[config.mk]
export PLATFORM = sky130hd
export DESIGN_NAME = dtp_top
export DESIGN_NICKNAME = d
export VERILOG_FILES = /design/src/core/dtp_pkg.sv /design/src/core/dtp_sync.sv /design/src/core/dtp_top.sv
export SDC_FILE = /design/constraint.sdc
export NUM_CORES = 1
export LEC_CHECK = 0
export CAP_MARGIN = 5
export CORE_MARGIN = 2
export CORE_UTILIZATION = 50
export CTS_BUF_LIST = sky130_fd_sc_hd__clkbuf_4 sky130_fd_sc_hd__clkbuf_8 sky130_fd_sc_hd__clkbuf_16
export CTS_CLUSTER_SIZE = 14
export DETAILED_ROUTE_END_ITERATION = 10
export DONT_BUFFER_PORTS = 1
export SLEW_MARGIN = 40
export SYNTH_ARGS = -nofsm -noshare
export SYNTH_HDL_FRONTEND = slang
export SYNTH_SLANG_ARGS = --single-unit
[constraint.sdc]
create_clock -name core_clk -period 5.2 [get_ports core_clk]
set_clock_uncertainty 0.15 [all_clocks]
set_input_delay 0.78 -clock core_clk [delete_from_list [all_inputs] [get_ports core_clk]]
set_output_delay 0.78 -clock core_clk [all_outputs]
set_load 0.02 [all_outputs]
[src/core/dtp_pkg.sv]
// Purpose: Shared constants for the dual timer and PWM block
// Assumes: APB word access, register index times four is the byte address
// Notes: Register indices are kept as printed or chosen

package dtp_pkg;

  // ***************************************************************
  // Bus and widths
  // ***************************************************************
  localparam int AW = 16;
  localparam int DW = 32;
  localparam int IW = 14;
  localparam int CW = 8;
  localparam int PW = 10;
  localparam int PRW = 14;

  // ***************************************************************
  // Register indices (byte address is index times four)
  // ***************************************************************
  localparam logic [IW-1:0] IDX_TA_CTRL = 14'h1000;
  localparam logic [IW-1:0] IDX_TB_CTRL = 14'h1002;
  localparam logic [IW-1:0] IDX_PCR1 = 14'h1003;
  localparam logic [IW-1:0] IDX_PCR2 = 14'h1004;
  localparam logic [IW-1:0] IDX_PCR3 = 14'h1005;
  localparam logic [IW-1:0] IDX_TA_CMP = 14'h1006;
  localparam logic [IW-1:0] IDX_TB_CMP = 14'h1007;
  localparam logic [IW-1:0] IDX_TA_CNT = 14'h1008;
  localparam logic [IW-1:0] IDX_TB_CNT = 14'h1009;
  localparam logic [IW-1:0] IDX_TA_CAP = 14'h100A;
  localparam logic [IW-1:0] IDX_TB_CAP = 14'h100B;
  localparam logic [IW-1:0] IDX_PERIOD = 14'h100C;
  localparam logic [IW-1:0] IDX_DUTY_A = 14'h100D;
  localparam logic [IW-1:0] IDX_DUTY_B = 14'h100E;
  localparam logic [IW-1:0] IDX_DUTY_C = 14'h100F;

  // ***************************************************************
  // Field positions and reset values
  // ***************************************************************
  localparam int B_TA_RUN = 7;
  localparam int B_TA_CAPSEL = 6;
  localparam int B_COMBINE = 7;
  localparam int B_TB_CAPSEL = 6;
  localparam int B_TB_RUN = 5;
  localparam int B_TB_CLR = 4;
  localparam int B_PWM_EN = 7;
  localparam int B_BLANK_SYNC_ENABLE = 6;
  localparam int B_UPDOWN = 5;
  localparam int B_HALT = 4;
  localparam int B_IMM = 3;
  localparam int B_WALL = 2;
  localparam int B_FORCE = 7;
  localparam int B_HIGH_Z_CLEAR = 7;
  localparam logic [7:0] RST_CTRL = 8'h00;
  localparam logic [7:0] PCR2_MASK = 8'hBF;
  localparam logic [7:0] PCR3_MASK = 8'h3F;
  localparam logic [7:0] TB_MASK = 8'hEF;
  localparam logic [2:0] TA_EXT_SEL = 3'h7;
  localparam logic [3:0] TB_CHAIN_SEL = 4'hF;

  // ***************************************************************
  // Operating modes
  // ***************************************************************
  typedef enum logic [2:0] {
    MODE_T8 = 3'b000,
    MODE_CAP8 = 3'b001,
    MODE_T16 = 3'b010,
    MODE_CAP16 = 3'b011,
    MODE_PWM = 3'b100
  } dtp_mode_t;

  // Timer A divider exponent per select code
  function automatic logic [3:0] dtp_ta_log(input logic [2:0] sel);
    case (sel)
      3'h0: dtp_ta_log = 4'h1;
      3'h1: dtp_ta_log = 4'h2;
      3'h2: dtp_ta_log = 4'h3;
      3'h3: dtp_ta_log = 4'h5;
      3'h4: dtp_ta_log = 4'h7;
      3'h5: dtp_ta_log = 4'h9;
      default: dtp_ta_log = 4'hB;
    endcase
  endfunction

  // One-cycle tick of system clock divided by two to the power n
  function automatic logic dtp_tick(input logic [PRW-1:0] p, input logic [3:0] n);
    logic [PRW-1:0] m;
    m = (14'h0001 << n) - 14'h0001;
    dtp_tick = ((p & m) == m);
  endfunction

endpackage

[src/core/dtp_sync.sv]
// Purpose: Three-stage pin synchroniser with agreement filter
// Assumes: Pins are asynchronous to core_clk
// Notes: Level follows once stages two and three agree

`timescale 1ns/1ps
`default_nettype none

module dtp_sync #(
  parameter int W = 4
) (
  input wire logic core_clk,
  input wire logic nrst,
  input wire logic [W-1:0] pin_in,
  output logic [W-1:0] level
);

  typedef struct packed {
    logic [W-1:0] s1;
    logic [W-1:0] s2;
    logic [W-1:0] s3;
    logic [W-1:0] lvl;
  } dtp_sync_t;

  dtp_sync_t s_r;
  dtp_sync_t s_nxt;
  logic [W-1:0] agree;

  always_comb
  begin
    s_nxt = s_r;
    agree = ~(s_r.s2 ^ s_r.s3);
    s_nxt.s1 = pin_in;
    s_nxt.s2 = s_r.s1;
    s_nxt.s3 = s_r.s2;
    s_nxt.lvl = (agree & s_r.s3) | (~agree & s_r.lvl);
  end

  always_ff @(posedge core_clk or negedge nrst)
  begin
    if (!nrst)
      s_r <= '0;
    else
      s_r <= s_nxt;
  end

  assign level = s_r.lvl;

endmodule

`default_nettype wire

[src/core/dtp_top.sv]
// Purpose: Two 8-bit timers, 16-bit combine, capture and 10-bit PWM
// Assumes: APB slave with zero wait states, one register per word
// Notes: Pin inputs pass dtp_sync before use
//
// The APB interface to the registers is this design's own decision.

`timescale 1ns/1ps
`default_nettype none

module dtp_top
  import dtp_pkg::*;
(
  input wire logic core_clk,
  input wire logic nrst,
  input wire logic [dtp_pkg::AW-1:0] paddr,
  input wire logic psel,
  input wire logic penable,
  input wire logic pwrite,
  input wire logic [dtp_pkg::DW-1:0] pwdata,
  output logic [dtp_pkg::DW-1:0] prdata,
  output logic pready,
  output logic pslverr,
  input wire logic external_count_clock,
  input wire logic capture_event_in0,
  input wire logic capture_event_in1,
  input wire logic blanking_input,
  output logic timer_a_out_pin,
  output logic timer_b_out_pin,
  output logic [5:0] pwm_pin_out,
  output logic [5:0] pwm_pin_oe
);
  import dtp_pkg::*;

  // ***************************************************************
  // State
  // ***************************************************************
  typedef struct packed {
    logic [PRW-1:0] presc;
    logic [7:0] ta_ctrl;
    logic [7:0] tb_ctrl;
    logic [7:0] pcr1;
    logic [7:0] pcr2;
    logic [7:0] pcr3;
    logic [CW-1:0] ta_cmp;
    logic [CW-1:0] tb_cmp;
    logic [CW-1:0] ta_cnt;
    logic [CW-1:0] tb_cnt;
    logic [CW-1:0] ta_cap;
    logic [CW-1:0] tb_cap;
    logic [PW-1:0] per_buf;
    logic [PW-1:0] per;
    logic [2:0][PW-1:0] dty_buf;
    logic [2:0][PW-1:0] dty;
    logic [PW-1:0] pcnt;
    logic down;
    logic [2:0] nps;
    logic blank;
    logic [3:0] prev;
    logic ta_out;
    logic tb_out;
    logic [5:0] pin_o;
    logic [5:0] pin_e;
    logic [DW-1:0] rdata;
  } dtp_state_t;

  dtp_state_t s_r;
  dtp_state_t s_nxt;
  dtp_mode_t mode;
  logic [3:0] lvl;
  logic [3:0] rise;
  logic ta_tick;
  logic tb_tick;
  logic pstep;
  logic pm;
  logic wr;
  logic hit;
  logic tb_clr;
  logic hz_clr;
  logic wall;
  logic imm;
  logic [IW-1:0] idx;
  logic [2:0] nmask;
  logic [PW-1:0] lim;
  logic [2:0] wave;
  logic [5:0] raw;

  // ***************************************************************
  // Pin synchronisers
  // ***************************************************************
  dtp_sync #(
    .W(4)
  ) u_sync (
    .core_clk(core_clk),
    .nrst(nrst),
    .pin_in({blanking_input, capture_event_in1, capture_event_in0, external_count_clock}),
    .level(lvl)
  );

  // ***************************************************************
  // Next state
  // ***************************************************************
  always_comb
  begin
    s_nxt = s_r;
    idx = paddr[AW-1:2];
    wr = psel & penable & pwrite;
    rise = lvl & ~s_r.prev;
    s_nxt.prev = lvl;
    wall = s_r.pcr1[B_WALL];
    imm = s_r.pcr1[B_IMM];
    // Mode decode
    if (s_r.pcr1[B_PWM_EN] && !s_r.tb_ctrl[B_COMBINE])
      mode = MODE_PWM;
    else if (s_r.tb_ctrl[B_COMBINE])
      mode = (s_r.ta_ctrl[B_TA_CAPSEL] && s_r.tb_ctrl[B_TB_CAPSEL]) ? MODE_CAP16 : MODE_T16;
    else
      mode = (s_r.ta_ctrl[B_TA_CAPSEL] && s_r.tb_ctrl[B_TB_CAPSEL]) ? MODE_CAP8 : MODE_T8;
    // Clock sources
    s_nxt.presc = s_r.presc + 14'h0001;
    if (s_r.ta_ctrl[2:0] == TA_EXT_SEL)
      ta_tick = rise[0];
    else
      ta_tick = dtp_tick(s_r.presc, dtp_ta_log(s_r.ta_ctrl[2:0]));
    if (s_r.tb_ctrl[3:0] == TB_CHAIN_SEL)
      tb_tick = ta_tick;
    else
      tb_tick = dtp_tick(s_r.presc, s_r.tb_ctrl[3:0]);
    // Timer counters
    case (mode)
      MODE_T8, MODE_PWM:
      begin
        if (s_r.ta_ctrl[B_TA_RUN] && ta_tick)
        begin
          if (s_r.ta_cnt == s_r.ta_cmp)
          begin
            s_nxt.ta_cnt = '0;
            s_nxt.ta_out = ~s_r.ta_out;
          end
          else
            s_nxt.ta_cnt = s_r.ta_cnt + 8'h01;
        end
        if (mode == MODE_T8 && s_r.tb_ctrl[B_TB_RUN] && tb_tick)
        begin
          if (s_r.tb_cnt == s_r.tb_cmp)
          begin
            s_nxt.tb_cnt = '0;
            s_nxt.tb_out = ~s_r.tb_out;
          end
          else
            s_nxt.tb_cnt = s_r.tb_cnt + 8'h01;
        end
      end
      MODE_CAP8:
      begin
        if (s_r.ta_ctrl[B_TA_RUN] && ta_tick)
          s_nxt.ta_cnt = s_r.ta_cnt + 8'h01;
        if (s_r.tb_ctrl[B_TB_RUN] && tb_tick)
          s_nxt.tb_cnt = s_r.tb_cnt + 8'h01;
        if (rise[1])
          s_nxt.ta_cap = s_r.ta_cnt;
        if (rise[2])
          s_nxt.tb_cap = s_r.tb_cnt;
      end
      MODE_T16, MODE_CAP16:
      begin
        if (s_r.ta_ctrl[B_TA_RUN] && ta_tick)
        begin
          if (mode == MODE_T16 && {s_r.tb_cnt, s_r.ta_cnt} == {s_r.tb_cmp, s_r.ta_cmp})
          begin
            {s_nxt.tb_cnt, s_nxt.ta_cnt} = '0;
            s_nxt.ta_out = ~s_r.ta_out;
          end
          else
            {s_nxt.tb_cnt, s_nxt.ta_cnt} = {s_r.tb_cnt, s_r.ta_cnt} + 16'h0001;
        end
        if (mode == MODE_CAP16 && rise[1])
          {s_nxt.tb_cap, s_nxt.ta_cap} = {s_r.tb_cnt, s_r.ta_cnt};
      end
      default:
      begin
        s_nxt.ta_cnt = s_r.ta_cnt;
      end
    endcase
    // PWM counter and non-overlap prescaler
    nmask = (3'h1 << s_r.pcr1[1:0]) - 3'h1;
    pstep = 1'b0;
    pm = 1'b0;
    if (mode == MODE_PWM && !s_r.pcr1[B_HALT] && tb_tick)
    begin
      s_nxt.nps = s_r.nps + 3'h1;
      pstep = ((s_r.nps & nmask) == nmask);
    end
    if (pstep)
    begin
      if (!s_r.pcr1[B_UPDOWN])
      begin
        if (s_r.pcnt >= s_r.per)
        begin
          s_nxt.pcnt = '0;
          pm = 1'b1;
        end
        else
          s_nxt.pcnt = s_r.pcnt + 10'h001;
      end
      else if (!s_r.down)
      begin
        if (s_r.pcnt >= s_r.per)
        begin
          s_nxt.down = 1'b1;
          pm = 1'b1;
        end
        else
          s_nxt.pcnt = s_r.pcnt + 10'h001;
      end
      else if (s_r.pcnt == '0)
        s_nxt.down = 1'b0;
      else
        s_nxt.pcnt = s_r.pcnt - 10'h001;
    end
    if (pm && !imm)
    begin
      s_nxt.per = s_r.per_buf;
      s_nxt.dty = s_r.dty_buf;
    end
    // Register writes
    tb_clr = 1'b0;
    hit = 1'b1;
    case (idx)
      IDX_TA_CTRL, IDX_TB_CTRL, IDX_PCR1, IDX_PCR2, IDX_PCR3, IDX_TA_CMP, IDX_TB_CMP,
      IDX_TA_CNT, IDX_TB_CNT, IDX_TA_CAP, IDX_TB_CAP, IDX_PERIOD, IDX_DUTY_A,
      IDX_DUTY_B, IDX_DUTY_C:
        hit = 1'b1;
      default:
        hit = 1'b0;
    endcase
    // Blanking latch, set wins over clear
    hz_clr = wr && hit && idx == IDX_PCR3 && pwdata[B_HIGH_Z_CLEAR];
    s_nxt.blank = (hz_clr ? 1'b0 : s_r.blank) | (s_r.pcr1[B_BLANK_SYNC_ENABLE] & rise[3]);
    if (wr)
    begin
      case (idx)
        IDX_TA_CTRL: s_nxt.ta_ctrl = pwdata[7:0];
        IDX_TB_CTRL:
        begin
          s_nxt.tb_ctrl = pwdata[7:0] & TB_MASK;
          tb_clr = pwdata[B_TB_CLR];
        end
        IDX_PCR1: s_nxt.pcr1 = pwdata[7:0];
        IDX_PCR2: s_nxt.pcr2 = pwdata[7:0] & PCR2_MASK;
        IDX_PCR3: s_nxt.pcr3 = pwdata[7:0] & PCR3_MASK;
        IDX_TA_CMP: s_nxt.ta_cmp = pwdata[7:0];
        IDX_TB_CMP: s_nxt.tb_cmp = pwdata[7:0];
        IDX_PERIOD:
        begin
          s_nxt.per_buf = pwdata[PW-1:0];
          if (imm)
            s_nxt.per = pwdata[PW-1:0];
        end
        IDX_DUTY_A:
        begin
          s_nxt.dty_buf[0] = pwdata[PW-1:0];
          if (wall)
          begin
            s_nxt.dty_buf[1] = pwdata[PW-1:0];
            s_nxt.dty_buf[2] = pwdata[PW-1:0];
          end
          if (imm)
            s_nxt.dty[0] = pwdata[PW-1:0];
          if (imm && wall)
          begin
            s_nxt.dty[1] = pwdata[PW-1:0];
            s_nxt.dty[2] = pwdata[PW-1:0];
          end
        end
        IDX_DUTY_B:
        begin
          s_nxt.dty_buf[1] = pwdata[PW-1:0];
          if (imm)
            s_nxt.dty[1] = pwdata[PW-1:0];
        end
        IDX_DUTY_C:
        begin
          s_nxt.dty_buf[2] = pwdata[PW-1:0];
          if (imm)
            s_nxt.dty[2] = pwdata[PW-1:0];
        end
        default: hit = hit;
      endcase
    end
    if (tb_clr)
    begin
      s_nxt.tb_cnt = '0;
      s_nxt.pcnt = '0;
      s_nxt.down = 1'b0;
      s_nxt.nps = '0;
    end
    // PWM pins
    for (int i = 0; i < 3; i++)
    begin
      lim = s_r.pcr2[B_FORCE] ? s_r.dty[0] : s_r.dty[i];
      wave[i] = (s_r.pcnt < lim);
    end
    raw = {wave[0], ~wave[0], wave[1], ~wave[1], wave[2], ~wave[2]};
    s_nxt.pin_o = raw ^ s_r.pcr3[5:0];
    if (mode == MODE_PWM && !s_r.pcr1[B_HALT] && !(s_r.pcr1[B_BLANK_SYNC_ENABLE] && s_r.blank))
      s_nxt.pin_e = s_r.pcr2[5:0];
    else
      s_nxt.pin_e = 6'h00;
    // Read data captured in the setup phase
    if (psel && !penable)
    begin
      case (idx)
        IDX_TA_CTRL: s_nxt.rdata = {24'h000000, s_r.ta_ctrl};
        IDX_TB_CTRL: s_nxt.rdata = {24'h000000, s_r.tb_ctrl};
        IDX_PCR1: s_nxt.rdata = {24'h000000, s_r.pcr1};
        IDX_PCR2: s_nxt.rdata = {24'h000000, s_r.pcr2};
        IDX_PCR3: s_nxt.rdata = {24'h000000, s_r.pcr3};
        IDX_TA_CMP: s_nxt.rdata = {24'h000000, s_r.ta_cmp};
        IDX_TB_CMP: s_nxt.rdata = {24'h000000, s_r.tb_cmp};
        IDX_TA_CNT: s_nxt.rdata = {24'h000000, s_r.ta_cnt};
        IDX_TB_CNT: s_nxt.rdata = {22'h000000, s_r.pcnt | {2'h0, s_r.tb_cnt}};
        IDX_TA_CAP: s_nxt.rdata = {24'h000000, s_r.ta_cap};
        IDX_TB_CAP: s_nxt.rdata = {24'h000000, s_r.tb_cap};
        IDX_PERIOD: s_nxt.rdata = {22'h000000, s_r.per_buf};
        IDX_DUTY_A: s_nxt.rdata = {22'h000000, s_r.dty_buf[0]};
        IDX_DUTY_B: s_nxt.rdata = {22'h000000, s_r.dty_buf[1]};
        IDX_DUTY_C: s_nxt.rdata = {22'h000000, s_r.dty_buf[2]};
        default: s_nxt.rdata = 32'h00000000;
      endcase
    end
  end

  // ***************************************************************
  // Registers
  // ***************************************************************
  always_ff @(posedge core_clk or negedge nrst)
  begin
    if (!nrst)
      s_r <= '0;
    else
      s_r <= s_nxt;
  end

  assign prdata = s_r.rdata;
  assign pready = 1'b1;
  assign pslverr = psel & penable & ~hit;
  assign timer_a_out_pin = s_r.ta_out;
  assign timer_b_out_pin = s_r.tb_out;
  assign pwm_pin_out = s_r.pin_o;
  assign pwm_pin_oe = s_r.pin_e;

  // ***************************************************************
  // Checks
  // ***************************************************************
  AST_T8_TOGGLE: assert property (@(posedge core_clk) disable iff (!nrst)
    (mode == MODE_T8 && s_r.ta_ctrl[B_TA_RUN] && ta_tick && s_r.ta_cnt == s_r.ta_cmp)
    |=> (s_r.ta_out != $past(s_r.ta_out)) && (s_r.ta_cnt == 8'h00))
    else $error("timer A did not toggle on match");
  AST_CAP8: assert property (@(posedge core_clk) disable iff (!nrst)
    (mode == MODE_CAP8 && rise[1]) |=> s_r.ta_cap == $past(s_r.ta_cnt))
    else $error("capture A missed counter value");
  AST_BLANK: assert property (@(posedge core_clk) disable iff (!nrst)
    (mode == MODE_PWM && s_r.pcr1[B_BLANK_SYNC_ENABLE] && rise[3] && !hz_clr && !wr)
    |-> ##2 pwm_pin_oe == 6'h00)
    else $error("blanking did not float PWM pins");
  AST_HALT: assert property (@(posedge core_clk) disable iff (!nrst)
    (s_r.pcr1[B_HALT] && !tb_clr) |=> (s_r.pcnt == $past(s_r.pcnt)) && pwm_pin_oe == 6'h00)
    else $error("halt did not hold PWM");
  AST_UPONLY: assert property (@(posedge core_clk) disable iff (!nrst)
    (pstep && !s_r.pcr1[B_UPDOWN] && s_r.pcnt < s_r.per && !tb_clr)
    |=> s_r.pcnt == $past(s_r.pcnt) + 10'h001)
    else $error("up count step wrong");
  AST_WRITE_ALL_DUTIES: assert property (@(posedge core_clk) disable iff (!nrst)
    (wr && idx == IDX_DUTY_A && wall)
    |=> s_r.dty_buf[1] == s_r.dty_buf[0] && s_r.dty_buf[2] == s_r.dty_buf[0])
    else $error("write-all did not load all duties");
  AST_IMM: assert property (@(posedge core_clk) disable iff (!nrst)
    (wr && idx == IDX_PERIOD && imm) |=> s_r.per == $past(pwdata[PW-1:0]))
    else $error("immediate period update missed");
  AST_DEFER: assert property (@(posedge core_clk) disable iff (!nrst)
    (!imm && !pm) |=> $stable(s_r.per) && $stable(s_r.dty))
    else $error("period or duty changed outside match");

endmodule

`default_nettype wire

# Word level (Yosys, flattened, before mapping)
# Cells that the tools add are included.
word_totals:
  input_bits: 57
  latchBits: 0
  ram_bits: 0
  mem_bits_ro: 0
  output_inout_bits: 48
  regBits: 259
  mem_count: 0
  wordCells: 245
op_classes:
  magnitude_cmp: 4
  n_eq_ne: 46
  muxes: 67
  add_sub_neg: 10
  bitwise_logic: 24
  div: 0
  n_mul: 0
  shifts: 3
  reduce_logical: 57
ops:
  columns: ["operator", "n"]
  rows:
  - ["14-bit by 13-bit equality test with 1-bit output, second input constant", 15]
  - ["10-bit case mux with 15 select lines", 1]
  - ["10-bit two-way mux", 14]
  - ["10-bit case mux with 2 select lines", 4]
  - ["8-bit two-way mux", 9]
  - ["70-bit two-way mux", 1]
  - ["16-bit two-way mux", 3]
  - ["8-bit case mux with 3 select lines", 2]
  - ["20-bit two-way mux", 2]
  - ["16-bit case mux with 2 select lines", 1]
  - ["10-bit < comparator", 3]
  - ["30-bit two-way mux", 1]
  - ["14-bit AND", 2]
  - ["14-bit equality test", 2]
  - ["1-bit by 4-bit << shifter with 14-bit output, first input constant", 2]
  - ["14-bit by 1-bit subtractor with 14-bit output, second input constant", 2]
  - ["4-bit case mux with 6 select lines", 1]
  - ["11-bit two-way mux", 2]
  - ["2-bit AND reduction", 10]
  - ["1-bit two-way mux", 19]
  - ["1-bit logical AND", 18]
  - ["2-bit != test, second input constant", 9]
  - ["3-bit AND reduction", 6]
  - ["16-bit by 1-bit adder with 16-bit output, second input constant", 1]
  - ["other kinds (43)", 81]

# Depth between registers and ports, before layout
# Gate-level depths: netlist of the first run.
depth:
  word_depth: 17
  depth_mapped: 15
  mapped_depth_nobuf: 11

# Modules after synthesis
# Synthesis of the first run repeated with hierarchy kept, for this count alone.
unflattened:
  cells_unflattened: 1245
  hier_area_um2: 13105.1
by_module_without_submodules:
  columns: ["mod", "cells_each", "n_inst", "area_each_um2", "seq_area_each_um2"]
  rows:
  - ["dtp_top", 1221, 1, 12629.6, 5530.3]
  - ["dtp_sync", 24, 1, 475.5, 400.4]

# Worst setup path before layout of the first run
# Ideal clock, no wire load.
synth_path:
  kind: "register to register"
  startpoint: "register s_r[219] (netlist name)"
  endpoint: "register s_r[65] (netlist name)"
  setup_slack_ps: 1834
  period_less_slack_ps: 3366
  t_required_ps: 4913
  setup_ps: 137
  n_path_buf: 4
  stages_incl_launch_ff: 16
  arrival_ps: 3079
  path_cell_list: "dfrtp_1 buf_4 buf_2 nor2_1 nand3_1 ha_1 buf_2 nand2b_1 o32ai_2 a2111oi_2 o2111ai_1 o22a_2 nor4_4 buf_6 mux2i_1 a21oi_1"
synth_rtl:
  columns: ["item", "line_no", "source"]
  rows:
  - ["start, declared", "dtp_top.sv:66", "dtp_state_t s_r;"]
  - ["start signal, assigned", "dtp_top.sv:341", "s_r <= s_nxt;"]

==> results.py, run 1 <==
metrics = {
    "timing": {
        "clock.fmax_mhz": 245.4,
        "post-route-period-util_pct": 78.37,
        "hold_slack_ns": -0.2328,
        "worst_slew_pin_slew_ns": 0.8035,
        "tns_ns": 0,
        "rsz0062_at_grt": "no",
        "max_slew_margin_pct": 46.23,
        "hold_viol": 237,
        "setup_viol": 0,
        "fin_crit_ns": 4.075,
        "slew_violations": 0,
    },
    "synth": {
        "ys_warn_count": 0,
        "synthCells": 1280,
        "synth_area_per_cell_um2": 10.25,
        "seq_area_frac_synth_pct": 45.19,
        "synth.cell_area_um2": 13120,
        "synth-edff-count": 0,
        "async_flop_share_pct": 100.0,
        "synth_cell_types": 81,
        "synthFlopType": "dfrtp_1",
        "synth_seq_cells": 237,
    },
    "global_route": {
        "grt_pass1_vias": 9297,
        "grt_pass1_wl_um": 56060,
        "grt_overflow": 0,
        "antenna_found_initial": 0,
        "grt_usage_pct": 25.79,
        "grt_max_degree": 238,
    },
    "clocking": {
        "cts_buffer_depth": 3,
        "htreeDepth": 1,
        "cts.sinks": 237,
        "cts-root-buf": "clkbuf_16",
        "ctsResizeCount": 0,
        "clkTransAtPathRegs_ns": 0.06,
        "cts_setup_buffers": 0,
        "insertion_delay_ns": 0.56,
        "numCtsBuffers": 27,
        "cts_tree": "built",
    },
    "place": {
        "place.gp.congestion": 0.8943,
        "hpwl_um": 24750,
        "io_buffers": 0,
        "dp_cells": 1542,
    },
    "die": {
        "core_area_um2": 25910,
        "die_area_um2": 27560,
        "ios": 105,
        "die_x_um": 166.0,
        "die_h_um": 166.0,
        "rows": 59,
        "initial_utilization_pct": 50.65,
    },
    "pwr": {
        "power_leakage_nw": 6.143,
        "ir_worst_vdd_mv": 0.2505,
        "power_density_nw_per_um2": 272.9,
    },
    "route": {
        "drc": 0,
        "drt_wl_total_um": 35800,
        "wl_per_cell_um": 22.53,
        "vias": 9680,
        "postRouteAntennaNets": 0,
        "vias_per_cell": 6.092,
        "first_iter_violations": 751,
        "drt-pass1-iter-count": 5,
    },
    "outcome": {
        "status": "finished, violations left",
        "violations": "hold timing",
    },
    "cells_and_area": {
        "drive_gt1_share_pct": 14.67,
        "synthToLayoutAreaGrowth_pct": 7.179,
        "nets": 1339,
        "n_antenna_cell": 0,
        "fillers": 2317,
        "final_cells": 1589,
    },
    "critical_path": {
        "reg2reg_to": "s_r[71]",
        "timing.rr.start": "s_r[219]",
        "cp_max_fo": 33,
        "critPathCaptureType": "flop",
        "r2r_setup_slack_ns": 1.12,
        "crit_type": "reg2reg",
        "cp_data_arrival_time_ns": 4.32,
        "cp-start-kind": "flop",
        "r2r_cells": 12,
        "worst_ep_required_time_ns": 5.44,
    },
    "hold_path": {
        "hold_class": "in2async",
    },
    "flow_run": {
        "cap_violations": 0,
    },
}
[synthesized netlist by cell type, types with 14 or more instances]
master | number | area [um2]
nor3_1 | 23 | 115.1
nand2b_1 | 14 | 87.58
o21ai_1 | 31 | 155.2
nor2_1 | 72 | 270.3
clkbuf_1 | 53 | 198.9
mux2i_1 | 64 | 640.6
a22oi_1 | 39 | 292.8
nand2_1 | 109 | 409.1
mux2_2 | 92 | 1036
nand3_1 | 38 | 190.2
o21ai_0 | 48 | 240.2
inv_1 | 41 | 153.9
buf_4 | 49 | 367.9
ha_1 | 46 | 575.6
dfrtp_1 | 237 | 5931
xor2_1 | 17 | 148.9
xnor2_1 | 23 | 201.4
a21oi_1 | 51 | 255.2
[state kept, by name, summed over array words and instances (netlist names), named ones only]
signal and count:
pwm_pin_oe 6, imm 1, s_r 196, u_sync.s_nxt 8, pwm_pin_out 6, prdata 10
u_sync.s_r 4, timer_b_out_pin 1, timer_a_out_pin 1
[routing by layer]
layer	GRT usage [%]	wire, um
met2	41.44	16780
met5	0	0
met4	7.637	1075
met1	36.75	16190
met3	3.432	1754
[cells in the final DEF (no fill, tap or decap), types with 24 or more instances in the layout]
cell type  netlist  layout
mux2i_1         64      64
mux2_2          92      92
nand2_1        109     109
o21ai_1         31      31
clkbuf_16        0      27
nand3_1         38      38
a22oi_1         39      39
ha_1            46      46
a21oi_1         51      51
o21ai_0         48      48
conb_1           2      24
dfrtp_1        237     237
inv_1           41      41
nor2_1          72      72
[cells by family (layout without fill, tap and decap cells)]
logic type / count (synthesis) / count (layout) / synth area share (%)
simple gates: 343 / 343 / 13.08
fa+ha+maj: 50 / 50 / 4.691
mux: 165 / 165 / 13.55
flops: 237 / 237 / 45.19
buf+inv: 159 / 111 / 6.302
other cells: 2 / 24 / 0.05722
compound gates: 284 / 284 / 14.46
xor+xnor: 40 / 40 / 2.669
[report_power, final]
part / leakage (nW) / switching [W] / internal, W
logic: 2.56 / 0.0000366 / 0.0000150
clock network: 0.445 / 0.000777 / 0.00112
registers: 3.14 / 0.0000233 / 0.00186
total: 6.14 / 0.000837 / 0.00300
[final cells by class]
class                      instances  area [um2]  area share [%]
multi-input combinational        906        6497           46.19
inverter                          41       153.9           1.094
clock inverter                     9       90.09          0.6405
timing repair buffer              23       172.7           1.228
sequential                       237        5931           42.16
tap                              335       419.2           2.980
clock buffer                      38       802.0           5.702
[through the flow]
| stage | setup slack, ns | total power (W) | hold WS (ns) | instance area (um2) | util [%] |
|---|---|---|---|---|---|
| global placement | 1.236 | 0.001970 | 0.1832 | 13140 | 50.70 |
| finish | 1.125 | 0.003839 | -0.2328 | 14070 | 54.29 |
| global route | 0.8366 | 0.003957 | -0.2554 | 14070 | 54.29 |
| floorplan | 1.834 | 0.001990 | 0.1812 | 13210 | - |
| CTS | 1.139 | 0.003875 | -0.2551 | 14050 | 54.24 |
| detailed placement | 1.159 | 0.001972 | 0.1858 | 13160 | 50.80 |
[worst max path at each step]
stage | start | endpoint | slack (ns)
finish | s_r[219] | s_r[71] | 1.12
global route | s_r[219] | s_r[134] | 0.84
CTS | s_r[219] | s_r[74] | 1.14
detailed placement | s_r[219] | s_r[74] | 1.16
global placement | s_r[219] | s_r[73] | 1.24
floorplan | s_r[219] | s_r[65] | 1.83
[critical path: stages (launching register included)]
cell	delay (ns)
dfrtp_1	0.61
nor2_1	0.28
nand3_1	0.10
ha_1	0.35
nand2b_1	0.19
o32ai_2	0.10
a2111oi_2	0.39
o2111ai_1	0.21
o22a_2	0.31
nor4_4	0.30
buf_4	0.55
mux2i_1	0.25
a21oi_1	0.09
No activity file was read; power rests on OpenSTA's default activity.
==> inputs of run 2 (changes only) <==
Settings changed: PLACE_DENSITY set to 0.68.
Clock period 5.2 ns to 3.66 ns, I/O delays scaled along.
==> run 2 against run 1 <==
  * Final cell count up 3.0%
  * Combinational power up 92%
  * Clock-buffer cell count up 5
  * Sequential power up 42%
  * Sequential cell count unchanged
  * First-iteration DRC count up 53%
  * Die area unchanged
  * Sequential share of layout area down 1.0 points
  * Via count up 4.4%
  * The flow still finishes with violations (hold timing)
  * Clock power up 36%
==> results.py, run 2 (same netlist as run 1, synthesis figures left out) <==
metrics = {
    "timing": {
        "hold_viol": 237,
        "tns_ns": 0,
        "slew_violations": 0,
        "rsz0062_at_grt": "no",
        "hold_slack_ns": -0.4340,
        "post-route-period-util_pct": 92.43,
        "clock.fmax_mhz": 295.6,
        "setup_viol": 0,
        "max_slew_margin_pct": 48.74,
        "fin_crit_ns": 3.383,
        "worst_slew_pin_slew_ns": 0.7689,
    },
    "route": {
        "vias": 10110,
        "drc": 0,
        "drt_wl_total_um": 37570,
        "first_iter_violations": 1152,
        "postRouteAntennaNets": 0,
        "wl_per_cell_um": 22.97,
        "drt-pass1-iter-count": 7,
        "vias_per_cell": 6.180,
    },
    "critical_path": {
        "cp_max_fo": 12,
        "crit_type": "reg2reg",
        "worst_ep_required_time_ns": 3.98,
        "cp-start-kind": "flop",
        "cp_data_arrival_time_ns": 3.70,
        "critical_path.slowest_cell": "or3_1",
        "worstPathCellList": "nor2_1 > nand3_1 > ha_2 > nand2b_1 > o32ai_2 > a2111oi_2 > o2111ai_1 > o22a_2 > or3_1 > nor2_2 > a32o_1",
        "critPathCaptureType": "flop",
        "max_stage_delay_ns": 0.46,
    },
    "global_route": {
        "grt_usage_pct": 26.83,
        "antenna_found_initial": 2,
        "grt_overflow": 0,
        "grt_pass1_vias": 9995,
        "grt_max_degree": 238,
        "grt_pass1_wl_um": 58140,
    },
    "cells_and_area": {
        "largest_register_ffs": 196,
        "top_register": "s_r",
        "nets": 1387,
        "drive_gt1_share_pct": 16.37,
        "n_antenna_cell": 0,
        "final_cell_mix": "237 x dfrtp_1, 109 x nand2_1, 92 x mux2_2, 72 x nor2_1, 64 x mux2i_1",
        "fin_area_um2": 14410,
        "final_common_cell": "dfrtp_1",
        "final_core_util_pct": 55.62,
        "synthToLayoutAreaGrowth_pct": 9.810,
    },
    "place": {
        "hpwl_um": 25000,
        "place.gp.congestion": 0.9326,
        "placed_area_um2": 13370,
        "io_buffers": 0,
    },
    "outcome": {
        "status": "finished, violations left",
        "violations": "hold timing",
    },
    "hold_path": {
        "hold_class": "in2async",
    },
    "clocking": {
        "numCtsBuffers": 26,
        "cts_tree": "built",
        "htreeDepth": 1,
        "cts-hold-fix-buffers": 15,
        "cts_buffer_depth": 3,
        "clkTransAtPathRegs_ns": 0.06,
        "cts.sinks": 237,
        "cts-root-buf": "clkbuf_16",
        "insertion_delay_ns": 0.53,
    },
    "die": {
        "rows": 59,
        "die_area_um2": 27560,
        "ios": 105,
        "initial_utilization_pct": 50.65,
        "core_area_um2": 25910,
        "die_h_um": 166.0,
        "die_x_um": 166.0,
    },
    "pwr": {
        "ir_worst_vdd_mv": 0.3897,
        "power_density_nw_per_um2": 372.6,
        "power_leakage_nw": 6.330,
        "power_w": 0.005370,
    },
    "flow_run": {
        "cap_violations": 0,
    },
}
==> run 2: cell types whose count changed in the layout (fill, tap and decap cells not counted), sizes merged <==
cell and delta:
buf +33, bufinv -1, clkbuf +6, clkinv -3, clkinvlp -2, dlygate4sd3 +15, inv -1
==> run 2: timing repair <==
action / 4_1_cts / 5_1_grt
resized for setup: 0 / 4
endpoints found under the hold margin: 280 / 237
endpoints found under the setup margin: 0 / 52
buffers inserted: 0 / 2
==> run 2: per-stage QoR <==
stage | instances | setup slack (ns)
floorplan | 1302 | 0.2942
finish | 1636 | 0.2769
detailed placement | 1572 | 0.1192
global route | 1636 | 0.02877
global placement | 1572 | 0.2307
CTS | 1632 | 0.07084
==> run 2: path summary, 6_finish.rpt <==
path	end	start	slack (ns)	cells after the start
worst max-delay path	s_r[60]	s_r[219]	0.28	11
worst min-delay path	s_r[240]	nrst	-0.43	0
worst max register to register	s_r[60]	s_r[219]	0.28	11
worst min register to register	u_sync.s_nxt[6]	u_sync.s_nxt[10]	0.20	0
max in group asynchronous	s_r[69]	nrst	3.26	0
min in group core_clk	s_r[206]	pwdata[5]	0.01	1
==> run 2: critical path: cells and delay by family (launching register included) <==
family | cells | cell delay, ns
AOI/OAI and AO/OA | 5 | 1.17
DFF | 1 | 0.38
and+or+nand+nor | 5 | 1.35
adders and majority gates | 1 | 0.28
==> run 2: layer usage <==
metal	vias to the layer above	part of all wire [%]	global-route usage, %
li1	4591	-	-
met1	4977	42	35.63
met2	433	46	43.26
met3	105	7.3	4.838
met4	4	4.5	11.83
met5	-	0.088	0
==> run 2: where the power goes <==
part / total, W / switching (W) / leakage, nW / internal, W
clock network: 0.00259 / 0.00105 / 0.430 / 0.00154
logic: 0.0000995 / 0.0000671 / 2.76 / 0.0000325
registers: 0.00268 / 0.0000334 / 3.14 / 0.00265
total: 0.00537 / 0.00115 / 6.33 / 0.00422
==> run 2: final cells by class <==
type,count,area [um2]
Multi-Input combinational cell,906,6457
Tap cell,335,419.2
Timing Repair Buffer,72,606.8
Inverter,41,153.9
Sequential cell,237,5931
Clock inverter,2,10.01
Fill cell,2206,11500
Clock buffer,43,833.3
==> inputs of run 3 (changes only) <==
Settings changed: CORE_UTILIZATION 50 to 54, HOLD_SLACK_MARGIN set to 0.15, PLACE_DENSITY 0.68 to 0.72.
==> run 3 against run 2 <==
  * The run still ends with hold timing left
  * Die area shrank 7.2%
  * Via count is 0.82% higher
  * Setup slack got worse by 0.13 ns
  * Worst hold slack better by 0.0046 ns
  * Combinational power grew 17%
==> results.py, run 3 (same netlist as run 1, synthesis figures left out) <==
metrics = {
    "global_route": {
        "grt_pass1_wl_um": 56270,
        "grt_usage_pct": 27.64,
        "grt_pass1_vias": 9976,
        "antenna_found_initial": 1,
        "grt_overflow": 0,
        "grt_max_degree": 238,
    },
    "place": {
        "place.gp.congestion": 0.9136,
        "io_buffers": 0,
        "hpwl_um": 24260,
    },
    "outcome": {
        "status": "finished, violations left",
        "violations": "hold timing",
    },
    "die": {
        "die_area_um2": 25570,
        "initial_utilization_pct": 54.44,
        "die_x_um": 159.9,
        "die_h_um": 159.9,
        "ios": 105,
        "rows": 57,
        "core_area_um2": 24110,
    },
    "cells_and_area": {
        "largest_register_ffs": 196,
        "final_cell_mix": "237 x dfrtp_1, 109 x nand2_1, 92 x mux2_2, 72 x nor2_1, 64 x mux2i_1",
        "fillers": 1969,
        "top_register": "s_r",
        "nets": 1382,
        "synthToLayoutAreaGrowth_pct": 10.39,
        "drive_gt1_share_pct": 16.32,
        "final_common_cell": "dfrtp_1",
    },
    "pwr": {
        "power_density_nw_per_um2": 393.2,
        "power_w": 0.005697,
        "ir_worst_vdd_mv": 0.3481,
        "power_leakage_nw": 6.355,
    },
    "clocking": {
        "clkTransAtPathRegs_ns": 0.06,
        "cts-hold-fix-buffers": 15,
        "insertion_delay_ns": 0.54,
        "cts-root-buf": "clkbuf_16",
        "cts_tree": "built",
        "cts.sinks": 237,
        "cts_buffer_depth": 3,
        "htreeDepth": 1,
        "numCtsBuffers": 26,
    },
    "timing": {
        "post-route-period-util_pct": 95.92,
        "max_slew_margin_pct": 40.82,
        "hold_viol": 237,
        "hold_slack_ns": -0.4294,
        "tns_ns": 0,
        "worst_slew_pin_slew_ns": 0.8848,
        "slew_violations": 0,
        "setup_viol": 0,
        "fin_crit_ns": 3.511,
        "clock.fmax_mhz": 284.9,
    },
    "route": {
        "vias_per_cell": 6.269,
        "postRouteAntennaNets": 0,
        "drc": 0,
        "wl_per_cell_um": 22.05,
        "drt_wl_total_um": 35850,
        "drt-pass1-iter-count": 6,
        "first_iter_violations": 1123,
        "vias": 10190,
    },
    "flow_run": {
        "cap_violations": 0,
    },
    "critical_path": {
        "r2r_setup_slack_ns": 0.15,
        "cp_max_fo": 20,
        "r2r_cells": 13,
        "reg2reg_to": "s_r[74]",
        "critPathTopFamily": "compound AO/OA/AOI/OAI gates",
        "max_stage_delay_ns": 0.37,
        "cp_data_arrival_time_ns": 3.73,
        "worst_ep_required_time_ns": 3.88,
        "timing.rr.start": "s_r[219]",
        "worstPathCellList": "nor2_1 > nand3_1 > ha_1 > nand2b_1 > o32ai_2 > a2111oi_2 > o2111ai_1 > o22a_2 > nor4_4 > buf_4 > buf_8 > mux2i_1 > a21oi_1",
        "cp-start-kind": "flop",
        "critical_path.slowest_cell": "dfrtp_1",
        "critPathCaptureType": "flop",
        "path_buf_inv": 2,
        "crit_type": "reg2reg",
    },
    "hold_path": {
        "hold_class": "in2async",
    },
}
==> run 3: cell types whose count changed in the layout (fill, tap and decap cells not counted), sizes merged <==
cell	delta
clkinvlp	+1
clkinv	+2
diode	+3
clkbuf	-5
bufinv	+5
dlygate4sd3	-1
buf	-4
==> run 3: per-layer routing <==
metal	track usage (%)	share of wire, %
met4	12.12	4.6
met3	4.208	7.8
met5	0	0
met2	43.49	45
met1	38.27	42
==> run 3: worst max-delay path by stage <==
stage,start,to,depth (start not counted)
5_1_grt,s_r[219],s_r[130],13
3_3_place_gp,s_r[219],s_r[73],12
6_report,s_r[219],s_r[74],13
4_1_cts,s_r[219],s_r[70],12
2_1_floorplan,s_r[219],s_r[65],15
3_5_place_dp,s_r[219],s_r[72],12
==> run 3: area by class of cell <==
type	count	area [um2]	area share, %
inverters	41	153.9	1.062
diodes	3	7.507	0.05182
multi-input cells	906	6459	44.58
clock buffers	38	778.2	5.372
repair buffers	67	564.3	3.895
clock inverters	10	188.9	1.304
well taps	324	405.4	2.798
flip-flops and latches	237	5931	40.94
==> run 3: per-stage QoR <==
| stage | instance area [um2] | util [%] | std cells | setup slack (ns) |
|---|---|---|---|---|
| after floorplan | 13210 | - | 1302 | 0.2942 |
| after global placement | 13330 | 55.28 | 1557 | 0.2973 |
| after detailed placement | 13330 | 55.28 | 1557 | 0.2034 |
| after CTS | 14440 | 59.91 | 1620 | 0.1647 |
| after global routing | 14480 | 60.08 | 1624 | -0.003274 |
| final | 14490 | 60.10 | 1626 | 0.1494 |
==> run 3: repair_timing <==
action	CTS	global route
setup endpoints to repair	0	4
endpoints found under the hold margin	376	237
gates resized for setup	0	3
setup buffers	0	1
==> run 3: where the power goes <==
part           internal [W]  leakage (nW)  total [W]  switching, W
logic             0.0000319          2.73   0.000116     0.0000843
clock network       0.00183         0.481    0.00290       0.00107
registers           0.00265          3.14    0.00268     0.0000342
total               0.00451          6.35    0.00570       0.00119
